==> src/design/gpa_pkg.sv <==
// package: shared constants and carrier structs for the protection aggregator
package gpa_pkg;
    localparam int NUM_ELEMENTS      = 4;
    localparam int NUM_PHASES        = 3;
    localparam int NUM_BREAKERS      = 2;
    localparam int DELAY_WIDTH       = 16;
    localparam logic [15:0] DELAY_RESET_VALUE = 16'h0000;
    localparam logic [3:0]  EVENTS_RESET      = 4'h0;

    // global protection settings
    typedef struct packed {
        logic function_active;
        logic external_block_permit;
        logic trip_order_perm_block;
        logic trip_order_ext_block_permit;
    } gpa_global_cfg_s;

    // temporary blocking inputs
    typedef struct packed {
        logic block_input_a;
        logic block_input_b;
        logic trip_order_block_input;
    } gpa_block_in_s;

    // collective outputs
    typedef struct packed {
        logic                  alarm;
        logic                  trip;
        logic [NUM_PHASES-1:0] alarm_phase;
        logic [NUM_PHASES-1:0] trip_phase;
    } gpa_collective_s;

    // event status bits
    localparam int EV_ALARM  = 0;
    localparam int EV_TRIP   = 1;
    localparam int EV_ORDER  = 2;
    localparam int EV_BLOCK  = 3;
    localparam int NUM_EVENTS = 4;
endpackage

==> src/design/gpa_element.sv <==
// file: one protection element with alarm, delay timer and trip
`timescale 1ns/1ps
module gpa_element #(
    parameter int DW = gpa_pkg::DELAY_WIDTH
) (
    input  wire logic          clk_in,
    input  wire logic          rstn_in,
    input  wire logic          enable_in,
    input  wire logic          fault_in,
    input  wire logic [DW-1:0] delay_in,
    output logic               alarm_out,
    output logic               trip_out
);
    typedef struct packed {
        logic [DW-1:0] count;
        logic          alarm;
        logic          trip;
    } gpa_elem_state_s;

    gpa_elem_state_s state_q;
    gpa_elem_state_s state_d;

    always_comb begin
        state_d = state_q;
        state_d.alarm = enable_in && fault_in;
        if (!enable_in || !fault_in) begin
            state_d.count = '0;
            state_d.trip  = 1'b0;
        end else if (state_q.count >= delay_in) begin
            state_d.trip = 1'b1;
        end else begin
            state_d.count = state_q.count + 1'b1;
        end
    end

    always_ff @(posedge clk_in or negedge rstn_in) begin
        if (!rstn_in) begin
            state_q <= '0;
        end else begin
            state_q <= state_d;
        end
    end

    assign alarm_out = state_q.alarm;
    assign trip_out  = state_q.trip;

    trip_needs_fault_a: assert property (@(posedge clk_in) disable iff (!rstn_in)
        trip_out |-> $past(fault_in) && $past(enable_in))
        else $error("trip without fault");
    trip_clears_a: assert property (@(posedge clk_in) disable iff (!rstn_in)
        !fault_in |=> !trip_out)
        else $error("trip held after fault cleared");
    alarm_follows_a: assert property (@(posedge clk_in) disable iff (!rstn_in)
        (fault_in && enable_in) |=> alarm_out)
        else $error("alarm missing");
endmodule

==> src/design/gpa_route.sv <==
// file: per-breaker trip routing stage
`timescale 1ns/1ps
module gpa_route #(
    parameter int NE = gpa_pkg::NUM_ELEMENTS
) (
    input  wire logic          clk_in,
    input  wire logic          rstn_in,
    input  wire logic [NE-1:0] trip_order_in,
    input  wire logic [NE-1:0] assign_in,
    output logic               breaker_trip_out
);
    logic breaker_q;

    always_ff @(posedge clk_in or negedge rstn_in) begin
        if (!rstn_in) begin
            breaker_q <= 1'b0;
        end else begin
            breaker_q <= |(trip_order_in & assign_in);
        end
    end

    assign breaker_trip_out = breaker_q;

    breaker_route_a: assert property (@(posedge clk_in) disable iff (!rstn_in)
        |(trip_order_in & assign_in) |=> breaker_trip_out)
        else $error("assigned trip order not routed");
endmodule

==> src/design/gpa_aggregator.sv <==
// file: top level of the general protection aggregator
//
// Added by the designer: the register offsets and the plain strobed port.
`timescale 1ns/1ps
module gpa_aggregator #(
    parameter int NE = gpa_pkg::NUM_ELEMENTS,
    parameter int NP = gpa_pkg::NUM_PHASES,
    parameter int NB = gpa_pkg::NUM_BREAKERS,
    parameter int DW = gpa_pkg::DELAY_WIDTH
) (
    input  wire logic                       clk_in,
    input  wire logic                       rstn_in,
    input  wire gpa_pkg::gpa_global_cfg_s   global_cfg_in,
    input  wire gpa_pkg::gpa_block_in_s     block_in,
    input  wire logic [NE-1:0]              elem_function_in,
    input  wire logic [NE-1:0]              elem_superv_only_in,
    input  wire logic [NE-1:0]              elem_single_phase_in,
    input  wire logic [NE-1:0]              elem_trip_order_perm_block_in,
    input  wire logic [NE-1:0]              elem_trip_order_block_input_in,
    input  wire logic [NE-1:0]              fault_in,
    input  wire logic [NE*NP-1:0]           fault_phase_in,
    input  wire logic [NE*DW-1:0]           delay_in,
    input  wire logic [NB*NE-1:0]           breaker_assign_in,
    input  wire logic [7:0]                 reg_addr_in,
    input  wire logic [31:0]                reg_wdata_in,
    input  wire logic                       reg_write_in,
    input  wire logic                       reg_read_in,
    output logic [31:0]                     reg_rdata_out,
    output logic [NE-1:0]                   elem_alarm_out,
    output logic [NE-1:0]                   elem_trip_out,
    output logic [NE-1:0]                   trip_order_out,
    output gpa_pkg::gpa_collective_s        collective_out,
    output logic                            protection_blocked_out,
    output logic [NB-1:0]                   breaker_trip_out,
    output logic                            irq_out
);
    localparam logic [7:0] ADDR_STATUS = 8'h00;
    localparam logic [7:0] ADDR_MASK   = 8'h04;
    localparam logic [7:0] ADDR_LIVE   = 8'h08;
    localparam int         EW          = gpa_pkg::NUM_EVENTS;

    typedef struct packed {
        gpa_pkg::gpa_collective_s coll;
        logic [NE-1:0]            order;
        logic [NE-1:0]            elem_alarm;
        logic [NE-1:0]            elem_trip;
        logic                     blocked;
        logic [EW-1:0]            status;
        logic [EW-1:0]            mask;
        logic [31:0]              rdata;
        logic                     irq;
    } gpa_top_state_s;

    gpa_top_state_s state_q;
    gpa_top_state_s state_d;

    logic [NE-1:0] raw_alarm;
    logic [NE-1:0] raw_trip;
    logic [NE-1:0] elem_enable;
    logic [NE-1:0] contrib;
    logic [NE-1:0] phase_ok;
    logic          master_block;
    logic          order_block;
    logic [EW-1:0] events;

    // temporary block is gated by its permit
    always_comb begin
        master_block = !global_cfg_in.function_active
            || (global_cfg_in.external_block_permit
                && (block_in.block_input_a || block_in.block_input_b));
        order_block = global_cfg_in.trip_order_perm_block
            || (global_cfg_in.trip_order_ext_block_permit
                && block_in.trip_order_block_input);
        elem_enable = master_block ? '0 : elem_function_in;
        contrib     = ~elem_superv_only_in;
        phase_ok    = contrib & elem_single_phase_in;
    end

    generate
        for (genvar e = 0; e < NE; e++) begin : g_elem
            gpa_element #(
                .DW(DW)
            ) u_elem (
                .clk_in    (clk_in),
                .rstn_in   (rstn_in),
                .enable_in (elem_enable[e]),
                .fault_in  (fault_in[e]),
                .delay_in  (delay_in[e*DW +: DW]),
                .alarm_out (raw_alarm[e]),
                .trip_out  (raw_trip[e])
            );
        end
        for (genvar b = 0; b < NB; b++) begin : g_brk
            gpa_route #(
                .NE(NE)
            ) u_route (
                .clk_in           (clk_in),
                .rstn_in          (rstn_in),
                .trip_order_in    (state_q.order),
                .assign_in        (breaker_assign_in[b*NE +: NE]),
                .breaker_trip_out (breaker_trip_out[b])
            );
        end
    endgenerate

    // phase or-reduction across elements, used for alarms and trips
    function automatic logic [NP-1:0] phase_or(input logic [NE-1:0] act,
                                               input logic [NE*NP-1:0] ph);
        logic [NP-1:0] r;
        r = '0;
        for (int e = 0; e < NE; e++) begin
            if (act[e]) begin
                r = r | ph[e*NP +: NP];
            end
        end
        return r;
    endfunction

    always_comb begin
        state_d = state_q;
        // an element just disabled must not leak its last registered state
        state_d.elem_alarm = raw_alarm & elem_enable;
        state_d.elem_trip  = raw_trip & elem_enable;
        state_d.coll.alarm = |(state_d.elem_alarm & contrib);
        state_d.coll.trip  = |(state_d.elem_trip & contrib);
        state_d.coll.alarm_phase = phase_or(state_d.elem_alarm & phase_ok,
                                            fault_phase_in);
        state_d.coll.trip_phase  = phase_or(state_d.elem_trip & phase_ok,
                                            fault_phase_in);
        state_d.order = (order_block ? '0
            : state_d.elem_trip & contrib
              & ~elem_trip_order_perm_block_in
              & ~elem_trip_order_block_input_in);
        state_d.blocked = master_block;
        events[gpa_pkg::EV_ALARM] = state_d.coll.alarm && !state_q.coll.alarm;
        events[gpa_pkg::EV_TRIP]  = state_d.coll.trip && !state_q.coll.trip;
        events[gpa_pkg::EV_ORDER] = (|state_d.order) && !(|state_q.order);
        events[gpa_pkg::EV_BLOCK] = master_block && !state_q.blocked;
        // set wins over a write-one clear in the same cycle
        if (reg_write_in && reg_addr_in == ADDR_STATUS) begin
            state_d.status = (state_q.status & ~reg_wdata_in[EW-1:0]) | events;
        end else begin
            state_d.status = state_q.status | events;
        end
        if (reg_write_in && reg_addr_in == ADDR_MASK) begin
            state_d.mask = reg_wdata_in[EW-1:0];
        end
        state_d.rdata = '0;
        if (reg_read_in) begin
            if (reg_addr_in == ADDR_STATUS) begin
                state_d.rdata = {{(32-EW){1'b0}}, state_q.status};
            end else if (reg_addr_in == ADDR_MASK) begin
                state_d.rdata = {{(32-EW){1'b0}}, state_q.mask};
            end else if (reg_addr_in == ADDR_LIVE) begin
                state_d.rdata = {29'h0000_0000, state_q.blocked,
                                 state_q.coll.trip, state_q.coll.alarm};
            end else begin
                state_d.rdata = '0;
            end
        end
        state_d.irq = |(state_d.status & state_d.mask);
    end

    always_ff @(posedge clk_in or negedge rstn_in) begin
        if (!rstn_in) begin
            state_q <= '0;
        end else begin
            state_q <= state_d;
        end
    end

    assign reg_rdata_out          = state_q.rdata;
    assign elem_alarm_out         = state_q.elem_alarm;
    assign elem_trip_out          = state_q.elem_trip;
    assign trip_order_out         = state_q.order;
    assign collective_out         = state_q.coll;
    assign protection_blocked_out = state_q.blocked;
    assign irq_out                = state_q.irq;

    master_off_a: assert property (@(posedge clk_in) disable iff (!rstn_in)
        (!global_cfg_in.function_active ##1 !global_cfg_in.function_active)
        |=> !collective_out.alarm && !collective_out.trip)
        else $error("protection active while master off");
    permit_gate_a: assert property (@(posedge clk_in) disable iff (!rstn_in)
        (global_cfg_in.function_active && !global_cfg_in.external_block_permit)
        |=> !protection_blocked_out)
        else $error("block without permit");
    ext_block_a: assert property (@(posedge clk_in) disable iff (!rstn_in)
        (global_cfg_in.external_block_permit && block_in.block_input_b)
        |=> protection_blocked_out)
        else $error("block input ignored");
    perm_order_a: assert property (@(posedge clk_in) disable iff (!rstn_in)
        $past(global_cfg_in.trip_order_perm_block) |-> trip_order_out == '0)
        else $error("trip order despite permanent block");
    temp_order_a: assert property (@(posedge clk_in) disable iff (!rstn_in)
        $past(global_cfg_in.trip_order_ext_block_permit
              && block_in.trip_order_block_input) |-> trip_order_out == '0)
        else $error("trip order despite temporary block");
    superv_order_a: assert property (@(posedge clk_in) disable iff (!rstn_in)
        |(trip_order_out & $past(elem_superv_only_in)) == 1'b0)
        else $error("supervision element issued trip order");
    coll_alarm_a: assert property (@(posedge clk_in) disable iff (!rstn_in)
        collective_out.alarm == |(elem_alarm_out & ~$past(elem_superv_only_in)))
        else $error("collective alarm mismatch");
    coll_trip_a: assert property (@(posedge clk_in) disable iff (!rstn_in)
        collective_out.trip == |(elem_trip_out & ~$past(elem_superv_only_in)))
        else $error("collective trip mismatch");
    phase_sub_a: assert property (@(posedge clk_in) disable iff (!rstn_in)
        (|collective_out.trip_phase) |-> collective_out.trip)
        else $error("phase trip without general trip");
endmodule

==> config.mk <==
export PLATFORM = sky130hd
export DESIGN_NAME = gpa_aggregator
export DESIGN_NICKNAME = d
export VERILOG_FILES = /design/src/design/gpa_pkg.sv /design/src/design/gpa_element.sv /design/src/design/gpa_route.sv /design/src/design/gpa_aggregator.sv
export SDC_FILE = /design/constraint.sdc
export NUM_CORES = 1
export LEC_CHECK = 0
export ABC_CLOCK_PERIOD_IN_PS = 4200
export CAP_MARGIN = 10
export CORE_ASPECT_RATIO = 0.7
export CORE_UTILIZATION = 50
export CTS_CLUSTER_DIAMETER = 150
export DETAILED_ROUTE_END_ITERATION = 7
export DONT_BUFFER_PORTS = 1
export SKIP_LAST_GASP = 1
export SLEW_MARGIN = 40
export SYNTH_ARGS = -nofsm -noshare
export SYNTH_HDL_FRONTEND = slang
export SYNTH_HIERARCHICAL = 1
export SYNTH_SLANG_ARGS = --single-unit
==> constraint.sdc <==
create_clock -name clk_in -period 4.2 [get_ports clk_in]
set_clock_uncertainty 0.05 [all_clocks]
set_input_delay 0.84 -clock clk_in [delete_from_list [all_inputs] [get_ports clk_in]]
set_output_delay 0.84 -clock clk_in [all_outputs]
set_load 0.02 [all_outputs]
==> impl_metrics.toml, run 1 <==
[run_status]
status = "finished clean"

[floorplanning]
core_region_area_mm2 = 0.0148
dieArea_mm2 = 0.0158
io-pin-count = 215
start_util_pct = 51.5
die_w_um = 150
die_h_um = 105
rows = 37

[final_layout]
register_area_mm2 = 0.00270
final_layout_size_suffix_gt1_share_pct = 7.29
area_growth_pct = 1.39
final_common_cell = "dfrtp_1"
multi_input_area_mm2 = 0.00420
nets = 1020
mostFrequentLayoutCells = "108 x dfrtp_1, 82 x inv_1, 68 x ha_1"
design_area_mm2 = 0.00774
diodes = 0
fill_cells = 1395

[setup_path]
required_ps = 4400
slowest_delay_ps = 650
worstReg2RegEnd = "g_elem[0].u_elem/state_q[13]"
crit_start = "delay_in[13]"
cp.arrival_ps = 2990
reg2reg_depth = 6
critPathCaptureType = "flop"
crit_buf_inv = 1
crit_fanout = 17
path_delay_family = "simple AND/OR/NAND/NOR gates"
reg2reg_from = "g_elem[0].u_elem/state_q[14]"
cpMaxStageDelayCell = "or4_1"
path_class = "in -> reg"
crit_path_start_kind = "input pin"
rrSetupSlack_ps = 1480
worstPathCellList = "inv_1 -> ha_1 -> and4_1 -> a21oi_1 -> nand3_1 -> or4_1 -> a21oi_1"
crit_top_cell = "a21oi_1"

[cts]
ctsHoldBuffers = 0
cts-root-buf = "clkbuf_16"
htree_levels = 3
cts_tree = "built"
cts.sink_count = 108
cts_resized = 0
cts_inserted_buffers = 9
clockBufferDepth = 2
path_clk_slew_ps = 70
post_cts_buffers = 0
clk_latency_ps = 340

[detailed_routing]
post_drt_wl_per_cell_um = 18.5
via_per_inst = 6.12
postRouteAntennaNets = 0
wl_um = 18400
dr_total_vias = 6064
dr.pass1.iters = 7
drt_iter0_drc = 367
drcViolationCount = 0

[power]
vdd_ir_drop_max_mv = 0.179
p_leak_nw = 3.78
power.total_mw = 2.03
clkPwrFrac_pct = 40.9
intPower_mw = 1.55
switching_share_pct = 23.2
power.density_mw_per_mm2 = 262
seqPwrFrac_pct = 52.2
p_comb_share_pct = 6.8
p_switching_uw = 471

[yosys]
ys_ff_latch = 108
synth_edf_count = 0
synth_area_mm2 = 0.00763
ys_warn_count = 6
synth.avg_cell_area_um2 = 9.22
synth.largest_area_cell = "dfrtp_1"
synth_top_area_share_pct = 35.4
synthTopCellsByArea = "dfrtp_1 35%, ha_1 11%, buf_4 5.1%, a21oi_1 4.1%, inv_1 4.0%"
async_reset_ff_share_pct = 100
synth_cell_types = 58
syn_inst = 828
synth-seq-area-share_pct = 35.4
synth_ff_type = "dfrtp_1"

[placement]
dp_slack_ps = 1100
port-buffer-count = 0
place_congestion = 0.857
placed_cell_area_mm2 = 0.00746
hpwl_um = 14100

[sta]
timing.final.hold_violations = 0
period_minus_slack_ps = 2780
setup-violations-final = 0
finalSetupTns_ps = 0
drv_slew = 0
worst_slack_ps = 1420
fmax_ghz = 0.359
post-route-period-util_pct = 66.3
slew_headroom_pct = 55.3
whs_ps = 140
tightest_slew_ps = 669
rsz0062_at_grt = "no"

[grt]
grt_pass1_vias = 5788
grt_use_total_pct = 23.9
antenna_found_initial = 0
grt-ovfl-total = 0
grt_pass1_wl_um = 29400
grt_max_degree = 109

[worst_hold_path]
hold_class = "in -> async"

[job]
max-cap-violations = 0
==> synth_stat cells (4+ instances only) <==
cell type,instances
and3b_1,9
a211o_1,5
buf_6,6
and2_1,17
nor3_1,10
nand4_1,35
clkbuf_1,9
a2111oi_4,4
nor4_1,6
dfrtp_1,108
nand3_1,20
nand2b_4,4
o31ai_1,28
o21a_1,6
nand2_1,52
or3_1,21
o211ai_1,8
mux2i_1,9
mux2_2,4
ha_1,68
o21ai_0,35
buf_4,52
buf_2,7
a22oi_1,14
or4_1,26
and4_1,10
and3_1,29
inv_1,82
nand2b_1,5
nor2_1,26
a21oi_1,62
==> how the worst max path moves through the flow <==
stage / cells after the start / end
4_1_cts: 7 / g_elem[0].u_elem/state_q[13]
3_3_place_gp: 7 / g_elem[0].u_elem/state_q[17]
6_report: 7 / g_elem[0].u_elem/state_q[13]
5_1_grt: 7 / g_elem[0].u_elem/state_q[13]
2_1_floorplan: 8 / g_elem[1].u_elem/state_q[13]
3_5_place_dp: 7 / g_elem[0].u_elem/state_q[13]
==> sequential cells by signal, summed over array words and instances (netlist names) <==
register                        flops
g_elem.u_elem/state_q              64
collective_out                      8
state_q                             8
elem_alarm_out                      4
elem_trip_out                       4
g_elem.u_elem/alarm_out             4
g_elem.u_elem/trip_out              4
reg_rdata_out                       4
trip_order_out                      4
g_brk.u_route/breaker_trip_out      2
irq_out                             1
protection_blocked_out              1
==> through the flow <==
stage | std cells | util (%)
after floorplan | 855 | -
after global placement | 977 | 50.4
final | 991 | 52.2
after global routing | 991 | 52.2
after detailed placement | 977 | 50.4
after CTS | 991 | 52.2
==> layout make-up <==
cell class | instances | area share (%)
inverter | 82 | 3.98
clock buffer | 9 | 2.91
tap | 195 | 3.15
timing repair buffer | 1 | 0.0970
clock inverter | 5 | 0.711
multi-input combinational | 591 | 54.2
sequential | 108 | 34.9
==> worst register-to-register path: cells and delay by family (launching register included) <==
family,cells,cell delay [ps]
AND/OR/NAND/NOR,3,1390
flip-flops,1,460
AO/OA/AOI/OAI,2,400
adder cells (fa/ha/maj),1,330
==> power groups by stage <==
stage | Clock, mW | Sequential [mW] | Combinational (mW)
2_1_floorplan | 0 | 1.08 | 0.139
3_3_place_gp | 0 | 1.08 | 0.132
3_5_place_dp | 0 | 1.08 | 0.138
4_1_cts | 0.855 | 1.06 | 0.139
5_1_grt | 0.901 | 1.06 | 0.157
6_report | 0.829 | 1.06 | 0.139
==> logic make-up after synthesis <==
family                     Yosys count  synth area share, %
AOI/OAI and AO/OA                  200                 18.8
adders and majority gates           68                 11.1
buffers and inverters              156                 10.9
DFF                                108                 35.4
muxes                               13                 1.77
other                                1               0.0491
and+or+nand+nor                    282                 21.9
==> layer usage <==
metal / track usage (%) / wire, um / vias up
li1: - / - / 2903
met1: 32.8 / 8420 / 2936
met2: 37.8 / 8480 / 216
met3: 6.36 / 1360 / 9
met4: 4.62 / 115 / 0
met5: 0 / 0 / -
Power figures use the tool's default switching activity.
==> run 2, diff against run 1 <==
ABC_CLOCK_PERIOD_IN_PS = 2600   (was 4200)
clock period = 2.6 ns   (was 4.2 ns; I/O delays follow)
==> impl_metrics.toml, run 2 (same netlist as run 1, synthesis figures left out) <==
[detailed_routing]
dr_total_vias = 6139
post_drt_wl_per_cell_um = 18.7
via_per_inst = 6.08
dr.pass1.iters = 5
postRouteAntennaNets = 0
drt_iter0_drc = 352
drcViolationCount = 0
wl_um = 18900

[placement]
dpl.cell_count = 995
hpwl_um = 14600
dp_slack_ps = 68.8
place_congestion = 0.878
port-buffer-count = 0

[final_layout]
largest_reg_flops = 64
regMostFlops = "g_elem.u_elem/state_q"
final_common_cell = "dfrtp_1"
diodes = 0
stdcell_count = 1010
mostFrequentLayoutCells = "108 x dfrtp_1, 82 x inv_1, 68 x ha_1"
area_growth_pct = 3.95
final_layout_size_suffix_gt1_share_pct = 9.57
nets = 1038

[setup_path]
crit_fanout = 28
critPathCaptureType = "flop"
crit_path_start_kind = "flop"
cp.arrival_ps = 2670
required_ps = 2830
path_class = "reg -> reg"

[floorplanning]
core_region_area_mm2 = 0.0148
die_h_um = 105
start_util_pct = 51.5
rows = 37
die_w_um = 150
io-pin-count = 215
dieArea_mm2 = 0.0158

[sta]
drv_slew = 0
finalSetupTns_ps = 0
setup-violations-final = 0
fmax_ghz = 0.409
worst_slack_ps = 157
timing.final.hold_violations = 108
rsz0062_at_grt = "no"
post-route-period-util_pct = 93.9
slew_headroom_pct = 60.5
period_minus_slack_ps = 2440
tightest_slew_ps = 587
whs_ps = -182

[power]
power.density_mw_per_mm2 = 431
p_leak_nw = 3.90
vdd_ir_drop_max_mv = 0.322

[job]
max-cap-violations = 0

[grt]
grt_pass1_vias = 5858
grt_pass1_wl_um = 29800
met3_usage_pct = 6.15
grtUsageMet2_pct = 38.2
top_usage_layer = "met2"
use_met1_pct = 33.2
antenna_found_initial = 0
grt_use_total_pct = 24.2
grt_max_degree = 109
grt-ovfl-total = 0

[run_status]
status = "finished, violations left"
violations = "hold timing"

[worst_hold_path]
hold_class = "in -> async"

[cts]
cts.sink_count = 108
clockBufferDepth = 2
clk_latency_ps = 350
cts_tree = "built"
path_clk_slew_ps = 80
cts-root-buf = "clkbuf_16"
cts_inserted_buffers = 9
htree_levels = 3
[run 2: final cells by class]
cell class	count	area, um2
Timing Repair Buffer	19	155
Clock inverter	4	73.8
Clock buffer	11	243
Tap cell	195	244
Fill cell	1378	6880
Inverter	82	308
Sequential cell	108	2700
Multi-Input combinational cell	591	4210
[run 2: final timing paths]
path / depth (start not counted) / slack [ps] / from / to
max: 8 / 160 / g_elem[2].u_elem/state_q[2] / g_elem[2].u_elem/state_q[16]
min: 0 / -180 / rstn_in / g_elem[1].u_elem/state_q[17]
max reg2reg: 8 / 160 / g_elem[2].u_elem/state_q[2] / g_elem[2].u_elem/state_q[16]
min reg2reg: 1 / 430 / g_elem[0].u_elem/alarm_out / elem_alarm_out[0]
max in group asynchronous: 0 / 2480 / rstn_in / g_elem[1].u_elem/state_q[15]
min in group clk_in: 1 / 190 / reg_addr_in[3] / reg_rdata_out[3]
[run 2: per-layer routing]
metal	vias to the layer above	share of wire, %
met2	202	46
met4	0	1.3
li1	2942	-
met3	17	7.1
met5	-	0
met1	2978	45
[run 2: report_power, final]
part | switching, mW | leakage [nW] | internal, mW | total [mW]
combinational | 0.142 | 2.25 | 0.0871 | 0.229
clock | 0.613 | 0.156 | 0.867 | 1.48
sequential | 0.0144 | 1.49 | 1.69 | 1.71
total | 0.770 | 3.90 | 2.65 | 3.42
[run 2: through the flow]
| stage | power [mW] | hold WS, ps | utilization, % | area, um2 |
|---|---|---|---|---|
| 2_1_floorplan | 1.96 | 174 | - | 7730 |
| 3_3_place_gp | 1.96 | 177 | 51.4 | 7610 |
| 3_5_place_dp | 1.97 | 178 | 51.4 | 7610 |
| 4_1_cts | 3.46 | -198 | 53.5 | 7920 |
| 5_1_grt | 3.56 | -206 | 53.6 | 7940 |
| 6_report | 3.42 | -182 | 53.6 | 7940 |
[run 2: critical path, stage by stage, from the launching register on]
cell and delay (ps):
dfrtp_1 410, inv_1 110, ha_1 230, nand2b_4 150, a2111oi_4 360, o21ai_2 110, and2_4 230, or4_1 550
a21oi_1 170
[run 2: repair_timing]
| action | 4_1_cts | 5_1_grt |
|---|---|---|
| resized for setup | 0 | 2 |
| hold endpoints to repair | 108 | 108 |
| setup buffers | 0 | 0 |
| setup endpoints to repair | 0 | 4 |
